==> src/adcctl_map.svh <==
// register offsets, field positions, reset values and timing counts
// of the converter control block; definitions only
`ifndef ADCCTL_MAP_SVH
`define ADCCTL_MAP_SVH

// printed offsets; index = offset - base, byte address = 4 * index
`define ADC_BASE            32'hFFFF8420
`define ADC_OFS_RESULT_A    32'hFFFF8420
`define ADC_OFS_RESULT_B    32'hFFFF8422
`define ADC_OFS_RESULT_C    32'hFFFF8424
`define ADC_OFS_RESULT_D    32'hFFFF8426
`define ADC_OFS_CTRL_STAT   32'hFFFF8428
`define ADC_OFS_TRIG_CTRL   32'hFFFF8429
`define ADC_OFS_IRQ_STATUS  32'hFFFF842A
`define ADC_OFS_IRQ_MASK    32'hFFFF842B

// conv_control_status fields
`define ADC_CS_END_FLAG     7
`define ADC_CS_IRQ_EN       6
`define ADC_CS_START        5
`define ADC_CS_SCAN         4
`define ADC_CS_SPEED        3
`define ADC_CS_CHAN_HI      2
`define ADC_CS_RESET        8'h00

// conv_trigger_control fields
`define ADC_TC_TRIG_EN      7
`define ADC_TC_RESET        8'h7F

// event status / mask fields
`define ADC_EV_GROUP_DONE   0
`define ADC_EV_CONV_DONE    1
`define ADC_EV_TRIG_MISS    2
`define ADC_EV_WIDTH        3

// result layout
`define ADC_RES_LSB         6

// conversion time in states (one state = one clock)
`define ADC_STATES_SLOW     266
`define ADC_STATES_FAST     134
`define ADC_STEP_SLOW       20
`define ADC_STEP_FAST       10

`endif

==> src/adcctl_pkg.sv <==
// types shared by the converter control block
// assumes adcctl_map.svh for the numeric layout
package adcctl_pkg;

    typedef enum logic [1:0] {
        ADCCTL_IDLE = 2'b01,
        ADCCTL_CONV = 2'b10
    } adcctl_state_type;

    typedef logic [9:0] adcctl_code_type;

endpackage

==> src/adcctl_top.sv <==
// control and status logic of an eight-input 10-bit SAR converter
// assumes a classic wishbone master, an on-chip timer trigger pulse
// on clk_i, and an analog mux/dac/comparator outside the block
`timescale 1ns/1ps
`default_nettype none
`include "adcctl_map.svh"

module adcctl_top
    import adcctl_pkg::*;
(
    input  wire logic        clk_i,
    input  wire logic        rst_i,
    input  wire logic        cyc_i,
    input  wire logic        stb_i,
    input  wire logic        we_i,
    input  wire logic [5:2]  adr_i,
    input  wire logic [3:0]  sel_i,
    input  wire logic [31:0] dat_i,
    output logic      [31:0] dat_o,
    output logic             ack_o,
    input  wire logic        dma_sel_i,
    input  wire logic        timer_trigger_i,
    input  wire logic        comp_i,
    output logic      [2:0]  chan_o,
    output logic             sample_o,
    output logic      [9:0]  dac_code_o,
    output logic             conv_complete_irq_o,
    output logic             irq_o
);
    function automatic logic [3:0] reg_index(input logic [31:0] ofs);
        reg_index = 4'(ofs - `ADC_BASE);
    endfunction

    // first input of a scan group
    function automatic logic [2:0] group_first(input logic [2:0] ch);
        group_first = ch[`ADC_CS_CHAN_HI] ? 3'h4 : 3'h0;
    endfunction

    localparam logic [3:0] IX_RES_A  = reg_index(`ADC_OFS_RESULT_A);
    localparam logic [3:0] IX_RES_B  = reg_index(`ADC_OFS_RESULT_B);
    localparam logic [3:0] IX_RES_C  = reg_index(`ADC_OFS_RESULT_C);
    localparam logic [3:0] IX_RES_D  = reg_index(`ADC_OFS_RESULT_D);
    localparam logic [3:0] IX_CS     = reg_index(`ADC_OFS_CTRL_STAT);
    localparam logic [3:0] IX_TC     = reg_index(`ADC_OFS_TRIG_CTRL);
    localparam logic [3:0] IX_EVST   = reg_index(`ADC_OFS_IRQ_STATUS);
    localparam logic [3:0] IX_EVMSK  = reg_index(`ADC_OFS_IRQ_MASK);
    localparam int         EVW       = `ADC_EV_WIDTH;

    // bus handshake
    logic        ack_q;
    logic [31:0] dat_q;
    logic        req;
    logic        wr_en;
    logic        rd_en;
    logic [31:0] rdata;

    // registers
    logic [15:0] result_q [4];
    logic        end_flag_q;
    logic        end_seen_q;
    logic        irq_en_q;
    logic        start_q;
    logic        scan_q;
    logic        speed_q;
    logic [2:0]  chan_q;
    logic        trig_en_q;
    logic [EVW-1:0] ev_status_q;
    logic [EVW-1:0] ev_mask_q;

    // sequencer
    adcctl_state_type state_q;
    logic [2:0]  cur_q;
    logic        cs_wr;
    logic        sw_start;
    logic        sw_stop;
    logic        trig_start;
    logic        trig_miss;
    logic        go;
    logic        sar_start;
    logic        sar_done;
    logic        grp_last;
    logic        done_single;
    logic        done_group;
    logic        flag_set;
    logic        flag_clr;
    logic        scan_n;
    logic        speed_n;
    logic [2:0]  chan_n;
    adcctl_code_type code;

    // comparator synchroniser
    logic        comp_meta_q;
    logic        comp_sync_q;

    always_ff @(posedge clk_i)
    begin
        if (rst_i)
        begin
            comp_meta_q <= 1'b0;
            comp_sync_q <= 1'b0;
        end
        else
        begin
            comp_meta_q <= comp_i;
            comp_sync_q <= comp_meta_q;
        end
    end

    // ---------------------------------------------------------------
    // wishbone slave: ack one cycle after the request, effects at ack
    // ---------------------------------------------------------------
    assign req   = cyc_i && stb_i;
    assign wr_en = req && we_i && ack_q;
    assign rd_en = req && !we_i && ack_q;
    assign ack_o = ack_q;
    assign dat_o = dat_q;
    assign cs_wr = wr_en && adr_i == IX_CS && sel_i[0];

    always_comb
    begin
        rdata = 32'h0000_0000;
        unique case (adr_i)
            IX_RES_A: rdata = {16'h0000, result_q[0]};
            IX_RES_B: rdata = {16'h0000, result_q[1]};
            IX_RES_C: rdata = {16'h0000, result_q[2]};
            IX_RES_D: rdata = {16'h0000, result_q[3]};
            IX_CS:    rdata = {24'h000000, end_flag_q, irq_en_q, start_q,
                               scan_q, speed_q, chan_q};
            IX_TC:    rdata = {24'h000000, trig_en_q, 7'h7F};
            IX_EVST:  rdata = {29'h0, ev_status_q};
            IX_EVMSK: rdata = {29'h0, ev_mask_q};
            default:  rdata = 32'h0000_0000;
        endcase
    end

    always_ff @(posedge clk_i)
    begin
        if (rst_i)
        begin
            ack_q <= 1'b0;
            dat_q <= 32'h0000_0000;
        end
        else
        begin
            ack_q <= req && !ack_q;
            dat_q <= (req && !ack_q && !we_i) ? rdata : 32'h0000_0000;
        end
    end

    // ---------------------------------------------------------------
    // control fields of conv_control_status and conv_trigger_control
    // ---------------------------------------------------------------
    always_ff @(posedge clk_i)
    begin
        if (rst_i)
        begin
            irq_en_q  <= 1'(`ADC_CS_RESET >> `ADC_CS_IRQ_EN);
            scan_q    <= 1'b0;
            speed_q   <= 1'b0;
            chan_q    <= 3'h0;
            trig_en_q <= 1'b0;
        end
        else
        begin
            if (cs_wr)
            begin
                irq_en_q <= dat_i[`ADC_CS_IRQ_EN];
                scan_q   <= dat_i[`ADC_CS_SCAN];
                speed_q  <= dat_i[`ADC_CS_SPEED];
                chan_q   <= dat_i[`ADC_CS_CHAN_HI:0];
            end
            if (wr_en && adr_i == IX_TC && sel_i[0])
                trig_en_q <= dat_i[`ADC_TC_TRIG_EN];
        end
    end

    // start requests; a trigger during a conversion is dropped
    assign sw_start   = cs_wr && dat_i[`ADC_CS_START] && !start_q;
    assign sw_stop    = cs_wr && !dat_i[`ADC_CS_START];
    assign trig_start = timer_trigger_i && trig_en_q && !start_q;
    assign trig_miss  = timer_trigger_i && trig_en_q && start_q;
    assign go         = (sw_start || trig_start) && !sw_stop;

    // fields written together with the start bit apply to that very start
    assign scan_n  = cs_wr ? dat_i[`ADC_CS_SCAN] : scan_q;
    assign speed_n = cs_wr ? dat_i[`ADC_CS_SPEED] : speed_q;
    assign chan_n  = cs_wr ? dat_i[`ADC_CS_CHAN_HI:0] : chan_q;

    // start bit: set by software or trigger, cleared by a written zero or single end
    always_ff @(posedge clk_i)
    begin
        if (rst_i)
            start_q <= 1'b0;
        else if (sw_stop)
            start_q <= 1'b0;
        else if (go)
            start_q <= 1'b1;
        else if (done_single)
            start_q <= 1'b0;
    end

    // ---------------------------------------------------------------
    // conversion sequencer
    // ---------------------------------------------------------------
    assign grp_last    = cur_q == chan_q;
    assign done_single = sar_done && state_q == ADCCTL_CONV && !scan_q;
    assign done_group  = sar_done && state_q == ADCCTL_CONV && scan_q
                         && grp_last;
    assign sar_start   = (state_q == ADCCTL_IDLE && go)
                         || (sar_done && state_q == ADCCTL_CONV && scan_q);

    always_ff @(posedge clk_i)
    begin
        if (rst_i)
        begin
            state_q <= ADCCTL_IDLE;
            cur_q   <= 3'h0;
        end
        else
        begin
            unique case (state_q)
                ADCCTL_IDLE:
                begin
                    if (go)
                    begin
                        state_q <= ADCCTL_CONV;
                        cur_q   <= scan_n ? group_first(chan_n) : chan_n;
                    end
                end
                ADCCTL_CONV:
                begin
                    if (sw_stop)
                        state_q <= ADCCTL_IDLE;
                    else if (done_single)
                        state_q <= ADCCTL_IDLE;
                    else if (sar_done)
                        cur_q <= grp_last ? group_first(chan_q)
                                          : cur_q + 3'h1;
                end
            endcase
        end
    end

    // abort drops the conversion in flight before its result lands
    adcctl_sar adcctl_sar_inst (
        .clk_i    (clk_i),
        .rst_i    (rst_i),
        .start_i  (sar_start),
        .abort_i  (sw_stop),
        .fast_i   (speed_n),
        .comp_i   (comp_sync_q),
        .sample_o (sample_o),
        .code_o   (code),
        .done_o   (sar_done)
    );

    assign chan_o     = cur_q;
    assign dac_code_o = code;

    // result registers
    always_ff @(posedge clk_i)
    begin
        if (rst_i)
        begin
            for (int i = 0; i < 4; i++)
                result_q[i] <= 16'h0000;
        end
        else if (sar_done && state_q == ADCCTL_CONV && !sw_stop)
            result_q[cur_q[1:0]] <= {code, 6'h00};
    end

    // ---------------------------------------------------------------
    // end flag: set wins over any clear in the same cycle
    // ---------------------------------------------------------------
    assign flag_set = done_single || done_group;
    assign flag_clr = (cs_wr && !dat_i[`ADC_CS_END_FLAG] && end_seen_q)
                      || (req && ack_q && dma_sel_i && conv_complete_irq_o);

    always_ff @(posedge clk_i)
    begin
        if (rst_i)
            end_flag_q <= 1'b0;
        else if (flag_set)
            end_flag_q <= 1'b1;
        else if (flag_clr)
            end_flag_q <= 1'b0;
    end

    // a one must be read before a written zero clears the flag
    always_ff @(posedge clk_i)
    begin
        if (rst_i)
            end_seen_q <= 1'b0;
        else if (flag_clr || !end_flag_q)
            end_seen_q <= 1'b0;
        else if (rd_en && adr_i == IX_CS && sel_i[0] && dat_q[`ADC_CS_END_FLAG])
            end_seen_q <= 1'b1;
    end

    assign conv_complete_irq_o = end_flag_q && irq_en_q;

    // ---------------------------------------------------------------
    // event status (write one to clear) and mask
    // ---------------------------------------------------------------
    logic [EVW-1:0] ev_set;

    always_comb
    begin
        ev_set = '0;
        ev_set[`ADC_EV_GROUP_DONE] = flag_set;
        ev_set[`ADC_EV_CONV_DONE]  = sar_done && state_q == ADCCTL_CONV && !sw_stop;
        ev_set[`ADC_EV_TRIG_MISS]  = trig_miss;
    end

    always_ff @(posedge clk_i)
    begin
        if (rst_i)
            ev_status_q <= '0;
        else if (wr_en && adr_i == IX_EVST && sel_i[0])
            ev_status_q <= (ev_status_q & ~dat_i[EVW-1:0]) | ev_set;
        else
            ev_status_q <= ev_status_q | ev_set;
    end

    always_ff @(posedge clk_i)
    begin
        if (rst_i)
            ev_mask_q <= '0;
        else if (wr_en && adr_i == IX_EVMSK && sel_i[0])
            ev_mask_q <= dat_i[EVW-1:0];
    end

    assign irq_o = |(ev_status_q & ev_mask_q);

endmodule // adcctl_top

`default_nettype wire

==> src/adcctl_sar.sv <==
// successive-approximation sequencer: one sample phase, ten bit trials
// assumes comp_i is already synchronised; trial code drives the dac
`timescale 1ns/1ps
`default_nettype none
`include "adcctl_map.svh"

module adcctl_sar
    import adcctl_pkg::*;
(
    input  wire logic            clk_i,
    input  wire logic            rst_i,
    input  wire logic            start_i,
    input  wire logic            abort_i,
    input  wire logic            fast_i,
    input  wire logic            comp_i,
    output logic                 sample_o,
    output adcctl_code_type      code_o,
    output logic                 done_o
);
    localparam int SMP_SLOW = `ADC_STATES_SLOW - 10 * `ADC_STEP_SLOW;
    localparam int SMP_FAST = `ADC_STATES_FAST - 10 * `ADC_STEP_FAST;

    logic            busy_q;
    logic [3:0]      bit_q;
    logic [8:0]      cnt_q;
    logic            fast_q;
    adcctl_code_type code_q;

    always_ff @(posedge clk_i)
    begin
        if (rst_i || abort_i)
        begin
            busy_q <= 1'b0;
            bit_q  <= 4'hA;
            cnt_q  <= 9'h000;
            fast_q <= 1'b0;
            code_q <= 10'h000;
            done_o <= 1'b0;
        end
        else if (start_i)
        begin
            busy_q <= 1'b1;
            bit_q  <= 4'hA;
            fast_q <= fast_i;
            cnt_q  <= fast_i ? 9'(SMP_FAST - 1) : 9'(SMP_SLOW - 1);
            code_q <= 10'h000;
            done_o <= 1'b0;
        end
        else
        begin
            done_o <= 1'b0;
            if (busy_q && cnt_q != 9'h000)
                cnt_q <= cnt_q - 9'h001;
            else if (busy_q)
            begin
                cnt_q <= fast_q ? 9'(`ADC_STEP_FAST - 1) : 9'(`ADC_STEP_SLOW - 1);
                if (bit_q == 4'hA)
                begin
                    bit_q      <= 4'h9;
                    code_q[9]  <= 1'b1;
                end
                else
                begin
                    // comparator low means trial code is above the input
                    code_q[bit_q] <= comp_i;
                    if (bit_q == 4'h0)
                    begin
                        busy_q <= 1'b0;
                        done_o <= 1'b1;
                    end
                    else
                    begin
                        code_q[bit_q - 4'h1] <= 1'b1;
                        bit_q                <= bit_q - 4'h1;
                    end
                end
            end
        end
    end

    assign sample_o = busy_q && bit_q == 4'hA;
    assign code_o   = code_q;

endmodule // adcctl_sar

`default_nettype wire

==> config.mk <==
export PLATFORM = sky130hd
export DESIGN_NAME = adcctl_top
export DESIGN_NICKNAME = d
export VERILOG_FILES = /design/src/adcctl_pkg.sv /design/src/adcctl_top.sv /design/src/adcctl_sar.sv
export VERILOG_INCLUDE_DIRS = /design/src
export SDC_FILE = /design/constraint.sdc
export NUM_CORES = 1
export LEC_CHECK = 0
export BUFFER_PORTS_ARGS = -buffer_cell sky130_fd_sc_hd__buf_2
export CAP_MARGIN = 15
export CORE_MARGIN = 2
export CORE_UTILIZATION = 40
export DETAILED_ROUTE_END_ITERATION = 6
export SLEW_MARGIN = 20
export SYNTH_ARGS = -nofsm -noshare
export SYNTH_HDL_FRONTEND = slang
export SYNTH_SLANG_ARGS = --single-unit
==> constraint.sdc <==
create_clock -name clk_i -period 3.6 [get_ports clk_i]
set_input_delay 1.08 -clock clk_i [delete_from_list [all_inputs] [get_ports clk_i]]
set_output_delay 1.08 -clock clk_i [all_outputs]
set_load 0.02 [all_outputs]
==> impl_metrics.toml <==
[detailed_routing]
drt_iter0_markers = 269
vias = 3991
via_per_inst = 5.30
drt_wl_total_um = 11400
final_antenna_net_count = 0
first_pass_iters = 4
drc = 0
wl_per_cell_um = 15.1

[cells_and_area]
nets = 630
n_antenna_cell = 0
final_layout_size_suffix_gt1_frac = 0.205
utilization = 0.465
area_delta_synth_final_pct = 13.5

[clock_network]
path_clk_slew_ps = 70
cts_inserted_buffers = 9
clkSinkCount = 106
cts_tree = "yes"
cts_resized = 0
clk-insertion-delay-late_ps = 360
post_cts_buffers = 0
clockBufferDepth = 2
cts_root_buffer = "clkbuf_16"
cts_hold_buffers = 0
h-tree-depth = 3

[setup_path]
crit_type = "reg2out"
cp_max_fo = 11
worstSetupStartpointType = "flop"
arrival_ps = 1800
endpoint_kind = "output pin"
required_ps = 2520

[logic_synthesis]
syn_inst = 525
synthTopCellsByCount = "dfxtp_1 (66), and2_1 (43), edfxtp_1 (40)"
syn-cell-area_um2 = 5170
synth-seq-area-share = 0.488
synth_flop_cell = "dfxtp_1"
synth-seq-cells = 106
synth.area.top_cells = "dfxtp_1 (26%), edfxtp_1 (23%), and2_1 (5.2%)"
synth_most_common_cell = "dfxtp_1"
async_flop_share = 0
ys_types = 66
synth.top_cell.area_share = 0.256
synth_top_area_cell = "dfxtp_1"
postSynthAreaPerCell_um2 = 9.85
synth_edf_count = 40
yosys_warnings = 0

[outcome]
run_status = "finished clean"

[timing]
fin_crit_sh = 0.801
final-setup-viol-count = 0
fin_setup_tns_ps = 0
maxSlewHeadroom = 0.448
hold_viol = 0
slew_viol_final = 0
max_slew.worst_pin.slew_ps = 822
finClkSkew_ps = 10.1
whs_ps = 441
max_freq_mhz = 347
grt_setup_unrepaired = "false"
post-route-min-period_ps = 2880

[global_route]
met2_usage = 0.266
grt_usage = 0.168
overflow = 0
antenna_found_initial = 0
met1_usage = 0.231
grt_pass1_vias = 3739
grt.busiest_layer = "met2"
met3_usage = 0.0383
grt_max_degree = 25
grt_pass1_wl_um = 18900

[floorplanning]
die_h_um = 118
dieWidth_um = 118
core_area_um2 = 12600
initial_core_util = 0.410
rows = 41
ios = 97
die-area_um2 = 13800

[power]
leakagePower_nw = 2.32
finalPower_mw = 2.34
peakVddDrop_mv = 0.194
p_per_area_nw_per_um2 = 398

[min_path]
hold_path.class = "reg2reg"

[place]
port_buffers = 53
hpwl_um = 8400
place.gp.congestion = 0.858

[run]
cap_violations = 0
-- state kept, by name, summed over array words and instances, names as in the netlist, 2 cells and up --
name                    flops
chan_q                      3
chan_o                      3
result_q                   40
ev_status_q                 3
adcctl_sar_inst.cnt_q       9
ev_mask_q                   3
adcctl_sar_inst.code_o     10
state_q                     2
adcctl_sar_inst.bit_q       4
dat_o                      16
-- layout by cell type, fill, tap and decap left out, types with 7 or more instances in the layout --
cell type,Yosys,final
a21oi_1,32,32
a21oi_2,8,8
a22oi_1,8,8
and2_1,43,43
buf_2,4,53
buf_4,17,15
clkbuf_16,0,9
conb_1,1,16
dfxtp_1,66,66
edfxtp_1,40,40
inv_1,20,20
mux2_2,11,11
mux2i_1,18,18
nand2_1,35,35
nand3_1,19,19
nor2_1,34,34
nor3_1,18,18
nor3b_1,7,7
o21ai_0,13,13
-- critical path, stage by stage (launching register included) --
cell and delay, ps:
dfxtp_1 400, inv_1 120, ha_1 350, and3_1 270
and2_1 160, buf_2 150
-- path summary, 6_finish.rpt --
| check | from | endpoint | slack (ps) | cells past startpoint |
|---|---|---|---|---|
| worst min register to register | comp_meta_q | comp_sync_q | 440 | 1 |
| worst min-delay path | comp_meta_q | comp_sync_q | 440 | 1 |
| worst max-delay path | adcctl_sar_inst.bit_q[0] | sample_o | 720 | 5 |
| worst max register to register | adcctl_sar_inst.busy_q | adcctl_sar_inst.code_o[8] | 1230 | 5 |
-- logic make-up (layout without fill, tap and decap cells) --
kind of cell    count (synthesis)  after routing  synth area share
compound gates                110            110             0.148
xor+xnor                        3              3           0.00508
fa+ha+maj                       6              6            0.0145
buf+inv                        63            104            0.0620
flops                         106            106             0.488
mux                            29             29            0.0588
other cells                     1             16          0.000725
simple gates                  207            207             0.223
-- power breakdown --
| group | switching (mW) | internal, mW | total [mW] |
|---|---|---|---|
| clock | 0.451 | 0.475 | 0.926 |
| combinational | 0.0885 | 0.0471 | 0.136 |
| sequential | 0.0144 | 1.26 | 1.28 |
-- per-layer routing --
metal	vias up	part of all wire
li1	1969	-
met2	87	0.47
met1	1922	0.47
met5	-	0
met3	13	0.046
met4	0	0.014
-- metrics by stage --
stage,area (µm²),std cells,worst slack (ps)
after floorplan,5230,540,743
after global placement,5570,737,191
after detailed placement,5580,737,116
after CTS,5860,753,477
after global routing,5870,753,621
final,5870,753,717
-- cell type report --
class,instances,area (µm²)
multi-input combinational,371,2400
tap,172,215
sequential,106,2520
clock buffer,9,225
clock inverter,7,55.1
timing repair buffer,68,378
inverter,20,75.1
fill,1223,6750
Note: power is estimated with default switching activity, not from simulation.
